[config.mk]
export PLATFORM = sky130hd
export DESIGN_NAME = event_flags
export DESIGN_NICKNAME = d
export VERILOG_FILES = /design/src/rtl/event_flags.v
export VERILOG_INCLUDE_DIRS = /design/src /design/src/shared
export SDC_FILE = /design/constraint.sdc
export NUM_CORES = 1
export LEC_CHECK = 0
export ABC_CLOCK_PERIOD_IN_PS = 3600
export BUFFER_PORTS_ARGS = -buffer_cell sky130_fd_sc_hd__buf_2
export CAP_MARGIN = 25
export CORE_MARGIN = 2
export CORE_UTILIZATION = 40
export CTS_CLUSTER_SIZE = 30
export DETAILED_ROUTE_END_ITERATION = 6
export SYNTH_ARGS = -nofsm -noshare
export SYNTH_HDL_FRONTEND = slang
export SYNTH_SLANG_ARGS = --single-unit
[constraint.sdc]
create_clock -name clk_i -period 3.6 [get_ports clk_i]
set_input_delay 0.18 -clock clk_i [delete_from_list [all_inputs] [get_ports clk_i]]
set_output_delay 0.18 -clock clk_i [all_outputs]
set_load 0.02 [all_outputs]
[src/shared/event_flags_regs.vh]
// Register offsets, field layouts and reset values of the event flag block
`ifndef EVENT_FLAGS_REGS_VH
`define EVENT_FLAGS_REGS_VH

// Register offsets
`define ADDR_DIE_IDENTITY       8'h00
`define ADDR_SILICON_REVISION   8'h03
`define ADDR_FABRICATION_INFO   8'h04
`define ADDR_SYSTEM_EVENT_LIVE  8'h07
`define ADDR_BUCK_FAULT_STATUS  8'h08
`define ADDR_BUCK_FAULT_MASK    8'h09
`define ADDR_BUCK_FAULT_LIVE    8'h0A
`define ADDR_BOOST_FUSE_STATUS  8'h0E
`define ADDR_BOOST_FUSE_MASK    8'h0F
`define ADDR_BOOST_FUSE_LIVE    8'h10
`define ADDR_LDO_FAULT_STATUS   8'h11
`define ADDR_LDO_FAULT_MASK     8'h12
`define ADDR_LDO_FAULT_LIVE     8'h13
`define ADDR_BACKUP_BYTE_A      8'h1C
`define ADDR_BACKUP_BYTE_B      8'h1D
`define ADDR_BACKUP_BYTE_C      8'h1E
`define ADDR_BACKUP_BYTE_D      8'h1F

// System live register bit positions
`define SYS_BUTTON_BIT          0
`define SYS_UNDERVOLT_BIT       1
`define SYS_THERMAL_LSB         2
`define SYS_THERMAL_MSB         5
`define SYS_FUSE_SUPPLY_BIT     7

// Boost and fuse register bit positions
`define BOOST_FAULT_BIT         0
`define FUSE_ERROR_BIT          7

// Implemented bits of each register
`define SYS_LIVE_BITS           8'hBF
`define BUCK_BITS               8'h7F
`define BOOST_FUSE_BITS         8'h81
`define LDO_BITS                8'h3F

// Reset values
`define STATUS_RESET            8'h00
`define BUCK_MASK_RESET         8'h7F
`define BOOST_FUSE_MASK_RESET   8'h81
`define LDO_MASK_RESET          8'h3F
`define BACKUP_RESET            8'h00
`define READ_UNMAPPED           8'h00

// Identification field positions
`define DIE_VERSION_MSB         3
`define METAL_REV_MSB           3
`define FULL_REV_LSB            4
`define RETICLE_MSB             1
`define WAFER_SITE_LSB          2

`endif

[src/rtl/event_flags.v]
// Event flags, masks, live sense views, identity and backup bytes
//
// Notes on behaviour
// - Sense bit 0 shows button pin level
// - Sense bit 1 high at input undervoltage
// - Sense bits 2-5 show four thermal thresholds
// - Sense bit 7 shows fuse supply pin level
// - Seven sticky buck fault flags, write-one clears
// - Seven buck mask bits, reset to masked
// - Buck live register shows current-limit detectors
// - Boost bit 0, fuse error bit 7 sticky
// - Boost and fuse masks, reset to masked
// - Boost/fuse live register shows detector states
// - Six sticky regulator fault flags, write-one clears
// - Six regulator mask bits, reset to masked
// - Regulator live register shows current-limit states
// - Die version hard-wired in low nibble
// - Revision register holds metal and full nibbles
// - Fabrication register holds reticle and site codes
// - Four read-write backup bytes kept by coin cell
// - Backup bytes cleared only by coin-cell reset
// - Line low while any unmasked flag set
// - Flags sticky; new event survives a clear
// - Unmasking a set flag asserts the line
// - Live registers unlatched and ignore all writes
`timescale 1ns/1ps
`include "event_flags_regs.vh"

module event_flags #(
    parameter [3:0] DIE_VERSION = 4'hA, // Arbitrary value
    parameter [3:0] METAL_REV   = 4'h3, // Arbitrary value
    parameter [3:0] FULL_REV    = 4'h2, // Arbitrary value
    parameter [1:0] RETICLE     = 2'h1, // Arbitrary value
    parameter [1:0] WAFER_SITE  = 2'h2  // Arbitrary value
) (
    input  wire       clk_i,
    input  wire       nrst_i,
    input  wire       backup_cell_por_n_i,
    input  wire [7:0] reg_addr_i,
    input  wire [7:0] reg_wdata_i,
    input  wire       reg_wr_i,
    input  wire       reg_rd_i,
    output reg  [7:0] reg_rdata_o,
    output reg        reg_rvalid_o,
    input  wire       button_level_sense_i,
    input  wire       undervoltage_sense_i,
    input  wire [3:0] thermal_sense_i,
    input  wire       fuse_supply_sense_i,
    input  wire [6:0] buck_fault_live_i,
    input  wire       boost_fault_live_i,
    input  wire       fuse_error_live_i,
    input  wire [5:0] ldo_fault_live_i,
    input  wire       interrupt_request_line_n_i,
    output wire       interrupt_request_line_n_o,
    output reg        interrupt_request_line_n_oe_n_o
);

    // Two-stage synchronisers for the analog detector outputs
    reg  [7:0] sys_meta_reg;
    reg  [7:0] sys_sync_reg;
    reg  [6:0] buck_meta_reg;
    reg  [6:0] buck_sync_reg;
    reg  [7:0] bf_meta_reg;
    reg  [7:0] bf_sync_reg;
    reg  [5:0] ldo_meta_reg;
    reg  [5:0] ldo_sync_reg;

    // Previous synchronised levels, for rising-edge events
    reg  [6:0] buck_prev_reg;
    reg  [7:0] bf_prev_reg;
    reg  [5:0] ldo_prev_reg;

    // Sticky flags and masks
    reg  [7:0] buck_stat_reg;
    reg  [7:0] buck_stat_next;
    reg  [7:0] buck_mask_reg;
    reg  [7:0] bf_stat_reg;
    reg  [7:0] bf_stat_next;
    reg  [7:0] bf_mask_reg;
    reg  [7:0] ldo_stat_reg;
    reg  [7:0] ldo_stat_next;
    reg  [7:0] ldo_mask_reg;

    // Coin-cell backed bytes
    reg  [7:0] backup_a_reg;
    reg  [7:0] backup_b_reg;
    reg  [7:0] backup_c_reg;
    reg  [7:0] backup_d_reg;

    wire [7:0] sys_raw;
    wire [7:0] bf_raw;
    wire [7:0] buck_live;
    wire [7:0] bf_live;
    wire [7:0] ldo_live;
    wire [7:0] buck_rise;
    wire [7:0] bf_rise;
    wire [7:0] ldo_rise;
    wire [7:0] buck_clr;
    wire [7:0] bf_clr;
    wire [7:0] ldo_clr;
    wire       pending;
    reg  [7:0] read_mux;

    // The line only ever pulls low; its level comes from the pull-up
    assign interrupt_request_line_n_o = 1'b0;

    // Level driven on the shared line is not needed here
    wire unused_line = interrupt_request_line_n_i;

    assign sys_raw[`SYS_BUTTON_BIT]                   = button_level_sense_i;
    assign sys_raw[`SYS_UNDERVOLT_BIT]                = undervoltage_sense_i;
    assign sys_raw[`SYS_THERMAL_MSB:`SYS_THERMAL_LSB] = thermal_sense_i;
    assign sys_raw[6]                                 = 1'b0;
    assign sys_raw[`SYS_FUSE_SUPPLY_BIT]              = fuse_supply_sense_i;

    assign bf_raw = {fuse_error_live_i, 6'h00, boost_fault_live_i};

    always @(posedge clk_i) begin
        if (!nrst_i) begin
            sys_meta_reg  <= 8'h00;
            sys_sync_reg  <= 8'h00;
            buck_meta_reg <= 7'h00;
            buck_sync_reg <= 7'h00;
            bf_meta_reg   <= 8'h00;
            bf_sync_reg   <= 8'h00;
            ldo_meta_reg  <= 6'h00;
            ldo_sync_reg  <= 6'h00;
        end else begin
            sys_meta_reg  <= sys_raw;
            sys_sync_reg  <= sys_meta_reg;
            buck_meta_reg <= buck_fault_live_i;
            buck_sync_reg <= buck_meta_reg;
            bf_meta_reg   <= bf_raw;
            bf_sync_reg   <= bf_meta_reg;
            ldo_meta_reg  <= ldo_fault_live_i;
            ldo_sync_reg  <= ldo_meta_reg;
        end
    end

    // Live views, never latched, unused bits forced to zero
    assign buck_live = {1'b0, buck_sync_reg} & `BUCK_BITS;
    assign bf_live   = bf_sync_reg & `BOOST_FUSE_BITS;
    assign ldo_live  = {2'b00, ldo_sync_reg} & `LDO_BITS;

    // Detector edge history starts at zero so a fault present at reset
    // release still raises its flag
    always @(posedge clk_i) begin
        if (!nrst_i) begin
            buck_prev_reg <= 7'h00;
            bf_prev_reg   <= 8'h00;
            ldo_prev_reg  <= 6'h00;
        end else begin
            buck_prev_reg <= buck_sync_reg;
            bf_prev_reg   <= bf_sync_reg;
            ldo_prev_reg  <= ldo_sync_reg;
        end
    end

    // Faults are low-to-high events
    assign buck_rise = {1'b0, buck_sync_reg & ~buck_prev_reg};
    assign bf_rise   = bf_sync_reg & ~bf_prev_reg & `BOOST_FUSE_BITS;
    assign ldo_rise  = {2'b00, ldo_sync_reg & ~ldo_prev_reg};

    // Write-one-to-clear strobes per status register
    assign buck_clr = (reg_wr_i && reg_addr_i == `ADDR_BUCK_FAULT_STATUS)
                      ? reg_wdata_i : 8'h00;
    assign bf_clr   = (reg_wr_i && reg_addr_i == `ADDR_BOOST_FUSE_STATUS)
                      ? reg_wdata_i : 8'h00;
    assign ldo_clr  = (reg_wr_i && reg_addr_i == `ADDR_LDO_FAULT_STATUS)
                      ? reg_wdata_i : 8'h00;

    // Set wins over clear so an event during a clear is not lost
    always @* begin
        buck_stat_next = ((buck_stat_reg & ~buck_clr) | buck_rise)
                         & `BUCK_BITS;
        bf_stat_next   = ((bf_stat_reg & ~bf_clr) | bf_rise)
                         & `BOOST_FUSE_BITS;
        ldo_stat_next  = ((ldo_stat_reg & ~ldo_clr) | ldo_rise)
                         & `LDO_BITS;
    end

    always @(posedge clk_i) begin
        if (!nrst_i) begin
            buck_stat_reg <= `STATUS_RESET;
            bf_stat_reg   <= `STATUS_RESET;
            ldo_stat_reg  <= `STATUS_RESET;
        end else begin
            buck_stat_reg <= buck_stat_next;
            bf_stat_reg   <= bf_stat_next;
            ldo_stat_reg  <= ldo_stat_next;
        end
    end

    // Mask registers; unused bits stay zero whatever is written
    always @(posedge clk_i) begin
        if (!nrst_i) begin
            buck_mask_reg <= `BUCK_MASK_RESET;
            bf_mask_reg   <= `BOOST_FUSE_MASK_RESET;
            ldo_mask_reg  <= `LDO_MASK_RESET;
        end else if (reg_wr_i) begin
            if (reg_addr_i == `ADDR_BUCK_FAULT_MASK) begin
                buck_mask_reg <= reg_wdata_i & `BUCK_BITS;
            end else if (reg_addr_i == `ADDR_BOOST_FUSE_MASK) begin
                bf_mask_reg <= reg_wdata_i & `BOOST_FUSE_BITS;
            end else if (reg_addr_i == `ADDR_LDO_FAULT_MASK) begin
                ldo_mask_reg <= reg_wdata_i & `LDO_BITS;
            end
        end
    end

    // Backup bytes answer only to the coin-cell reset, never to nrst_i
    always @(posedge clk_i) begin
        if (!backup_cell_por_n_i) begin
            backup_a_reg <= `BACKUP_RESET;
            backup_b_reg <= `BACKUP_RESET;
            backup_c_reg <= `BACKUP_RESET;
            backup_d_reg <= `BACKUP_RESET;
        end else if (reg_wr_i) begin
            if (reg_addr_i == `ADDR_BACKUP_BYTE_A) begin
                backup_a_reg <= reg_wdata_i;
            end else if (reg_addr_i == `ADDR_BACKUP_BYTE_B) begin
                backup_b_reg <= reg_wdata_i;
            end else if (reg_addr_i == `ADDR_BACKUP_BYTE_C) begin
                backup_c_reg <= reg_wdata_i;
            end else if (reg_addr_i == `ADDR_BACKUP_BYTE_D) begin
                backup_d_reg <= reg_wdata_i;
            end
        end
    end

    // Masked flags remain visible to polling; only the line is gated
    assign pending = |(buck_stat_reg & ~buck_mask_reg)
                   | |(bf_stat_reg & ~bf_mask_reg)
                   | |(ldo_stat_reg & ~ldo_mask_reg);

    // Enable is low while pulling the line low
    always @(posedge clk_i) begin
        if (!nrst_i) begin
            interrupt_request_line_n_oe_n_o <= 1'b1;
        end else begin
            interrupt_request_line_n_oe_n_o <= ~pending;
        end
    end

    // Read decode; reserved addresses read zero
    always @* begin
        if (reg_addr_i == `ADDR_DIE_IDENTITY) begin
            read_mux = {4'h0, DIE_VERSION};
        end else if (reg_addr_i == `ADDR_SILICON_REVISION) begin
            read_mux = {FULL_REV, METAL_REV};
        end else if (reg_addr_i == `ADDR_FABRICATION_INFO) begin
            read_mux = {4'h0, WAFER_SITE, RETICLE};
        end else if (reg_addr_i == `ADDR_SYSTEM_EVENT_LIVE) begin
            read_mux = sys_sync_reg & `SYS_LIVE_BITS;
        end else if (reg_addr_i == `ADDR_BUCK_FAULT_STATUS) begin
            read_mux = buck_stat_reg;
        end else if (reg_addr_i == `ADDR_BUCK_FAULT_MASK) begin
            read_mux = buck_mask_reg;
        end else if (reg_addr_i == `ADDR_BUCK_FAULT_LIVE) begin
            read_mux = buck_live;
        end else if (reg_addr_i == `ADDR_BOOST_FUSE_STATUS) begin
            read_mux = bf_stat_reg;
        end else if (reg_addr_i == `ADDR_BOOST_FUSE_MASK) begin
            read_mux = bf_mask_reg;
        end else if (reg_addr_i == `ADDR_BOOST_FUSE_LIVE) begin
            read_mux = bf_live;
        end else if (reg_addr_i == `ADDR_LDO_FAULT_STATUS) begin
            read_mux = ldo_stat_reg;
        end else if (reg_addr_i == `ADDR_LDO_FAULT_MASK) begin
            read_mux = ldo_mask_reg;
        end else if (reg_addr_i == `ADDR_LDO_FAULT_LIVE) begin
            read_mux = ldo_live;
        end else if (reg_addr_i == `ADDR_BACKUP_BYTE_A) begin
            read_mux = backup_a_reg;
        end else if (reg_addr_i == `ADDR_BACKUP_BYTE_B) begin
            read_mux = backup_b_reg;
        end else if (reg_addr_i == `ADDR_BACKUP_BYTE_C) begin
            read_mux = backup_c_reg;
        end else if (reg_addr_i == `ADDR_BACKUP_BYTE_D) begin
            read_mux = backup_d_reg;
        end else begin
            read_mux = `READ_UNMAPPED;
        end
    end

    // Read data is captured in the cycle of the strobe and held
    always @(posedge clk_i) begin
        if (!nrst_i) begin
            reg_rdata_o  <= 8'h00;
            reg_rvalid_o <= 1'b0;
        end else begin
            reg_rvalid_o <= reg_rd_i;
            if (reg_rd_i) begin
                reg_rdata_o <= read_mux;
            end
        end
    end

endmodule

==> metrics.md <==
| Metric | Value |
|---|---|
| Outcome | completed |
| Mapped Cells | between 600 and 700 |
| Slew @ Worst Pin | approximately 850 ps |
| Largest net degree at the start of global routing | 54 |
| Vias per cell | approximately 5.4 |
| Req. time, crit path | slightly below 4000 ps |
| Crit path max-delay cell type | o32a_1 |
| Post-synthesis cell area | between 5000 and 6000 µm² |
| Synth Flop Type | dfxtp_1 |
| Initial antenna violation count | 0 |
| Max IR drop VDD | a little over 0.3 mV |
| Slew Limit Fails | 0 |
| Vias | ~4,600 |
| First-pass GRT wire length | between 20,000 and 25,000 µm |
| Most frequent cells in the layout | 131 x dfxtp_1, 67 x nand2_1, 63 x and2_1, 52 x buf_2, 28 x inv_1 |
| CTS resizes | 0 |
| Total grt overflow | 0 |
| DP Area | slightly below 6000 µm² |
| ANT cells | 0 |
| Arrival time worst endpoint | between 2000 and 2500 ps |
| Worst path cell trace | buf_2 > nor4b_1 > buf_4 > nand2_1 > o32a_1 > a221o_1 > o21a_1 |
| Power after layout | around 3600 µW |
| Clock latency on the worst-skew pair | roughly 420 ps |
| Synth Area in Simple Gates | 0.206 |
| Htree depth | 4 |
| Root buf cell | clkbuf_16 |
| Clk_skew | ~7.5 ps |
| Final Non-Filler Cells | 853 |
| Number of flops mapped to enable cells by yosys | 0 |
| Port bufs | 52 |
| Mapped Nets | 655 |
| Worst-path fanout max | 22 |
| Crit path largest cell delay | between 400 and 500 ps |
| Kind of critical path | input pin to register |
| Fin util | 0.491 |
| Die Height | between 100 and 150 µm |
| Post-route clock period utilization | 0.572 |
| Critical path's top delay family | compound AO/OA/AOI/OAI gates |
| Fin Setup TNS | 0 ps |
| Tmin final | roughly 2000 ps |
| Post-synthesis compound-gate area fraction | 0.216 |
| Final hold vios | 0 |
| Post-synth top area share | 0.465 |
| DRT iter0 DRCs | about 340 |
| Wire length per cell | 17.1 µm |
| Post-Synth XOR/XNOR Area | 0 |
| Slew HR | 0.428 |
| Antenna viol nets, final | 0 |
| RePlAce Congestion | about 0.92 |
| Area delta synth->final | 20.5% |
| Initial Util | 0.408 |
| Placed Cells | ~800 |
| Final HPWL DP | between 9000 and 10,000 µm |
| Adder-cell area share of the yosys netlist | 0 |
| Number of global-route vias before repair | ~4,400 |
| Worst hold path type | input pin to register |
| Achievable Freq | around 500 MHz |
| Final nets | slightly above 700 |
| YS warnings | 0 |
| Mux share of post-synthesis cell area | 0.0564 |
| P per Cell Area | 528 nW/µm² |
| I/O Pins | between 50 and 60 |
| Die width | 123 µm |
| Yosys reg bits | 131 |
| Share of cells above drive strength 1 | 0.166 |
| Worst Setup End Kind | register |
| Clk sinks | about 130 |
| Ys async rst share | 0 |
| Share of the yosys chip area belonging to registers | 0.465 |
| Main combinational cell family by area after synthesis | compound AO/OA/AOI/OAI gates |
| Setup Buffers After CTS | 0 |
| Type of origin of the critical path | input pin |
| LEAKAGE | 0.00266 µW |
| DRT Pass-1 Iters | 5 |
| RSZ-0062 raised after global routing | no |
| Avg Inst Size Synth | slightly above 9 µm² |
| Clock Path Buffers | 2 |
| WL final | 14,600 µm |
| Yosys cell types | 69 |
| Global Route Usage Sum | 0.202 |
| Final instance area | approximately 6800 µm² |
| FP Rows | 43 |
| Core area | around 14,000 µm² |
| Buf+Inv Stages, Crit Path | 2 |
| Final setup fails | 0 |
| # Max-Cap Violations | 0 |
| Number of buffers created by CTS | 17 |
| Clock slew at reported path FFs | roughly 60 ps |
| CTS tree | built |
| Synth top area cells | dfxtp_1 47%, and2_1 7.0%, nand2_1 4.5% |
| Area leader, netlist | dfxtp_1 |
| Drt drc | 0 |
| Commonest non-fill, non-tap cell in the layout | dfxtp_1 |
| Die ar. | 15,100 µm² |
[through the flow]
stage,setup WS [ps],hold slack [ps]
finish,1540,87.1
global route,1480,73.7
CTS,1590,65.6
detailed placement,1170,383
global placement,1230,380
floorplan,1860,302
[cells in the mapped netlist, drive strengths merged, types with 2 or more instances]
cell     instances
a21oi           29
a2bb2oi          4
nand3           13
mux4             6
o221ai           2
a31oi            2
o21ai           31
a21boi          31
a22oi            2
o41ai            2
o22ai           15
nor4             4
and2            64
nand4            3
dfxtp          131
nand2           67
inv             28
o2111ai          2
nand2b           8
or4              2
a211oi           2
o32a             2
o2bb2ai          3
mux2i           16
clkbuf          29
a22o             4
o211ai           7
a32o             3
a221o            2
nor2b           26
buf             17
o21a            14
and3             4
mux2             2
nor3             3
a21o             3
nor2            11
a211o            2
[routing by layer]
layer | up-vias | global-route usage | wire (µm)
met5 | - | 0 | 0
met4 | 0 | 0.0876 | 380
met3 | 34 | 0.0539 | 826
met2 | 171 | 0.314 | 6690
met1 | 2164 | 0.263 | 6660
li1 | 2217 | - | -
[power breakdown]
part	leakage [µW]	switching, µW	internal, µW	total [µW]
Sequential	0.00107	16.9	1490	1510
Combinational	0.00128	133	93.4	226
Clock	0.000305	641	1210	1850
Total	0.00266	791	2800	3590
[final timing paths]
path | startpoint | endpoint | slack (ps) | depth (start not counted)
hold reg to reg | sys_meta_reg[5] | sys_sync_reg[5] | 430 | 1
setup reg to reg | buck_stat_reg[1] | interrupt_request_line_n_oe_n_o | 1890 | 4
hold / removal | reg_wdata_i[6] | backup_d_reg[6] | 90 | 3
setup / recovery | reg_addr_i[7] | reg_rdata_o[5] | 1540 | 7
[timing repair]
| item | in CTS | in global routing |
|---|---|---|
| endpoints found under the setup margin | 0 | 0 |
| hold endpoints to repair | 22 | 0 |
| hold buffers | 22 | 0 |
[kinds of logic after synthesis]
| logic type | count (synthesis) |
|---|---|
| AO/OA/AOI/OAI | 172 |
| buffers and inverters | 74 |
| other | 1 |
| flip-flops | 131 |
| AND/OR/NAND/NOR | 209 |
| multiplexers | 24 |
[cell type report]
cell class                 count  area, µm²
sequential                   131       2620
clock inverter                12        178
fill                        1296       7030
tap                          180        225
inverter                      28        105
timing repair buffer          76        495
clock buffer                  20        467
multi-input combinational    406       2700
[tightest hold or removal path, delay by kind of cell]
kind / cells / cell delay [ps]
AND/OR/NAND/NOR: 1 / 70
AO/OA/AOI/OAI: 1 / 50
buffers and inverters: 1 / 150
Note: power is estimated with default switching activity, not from simulation.
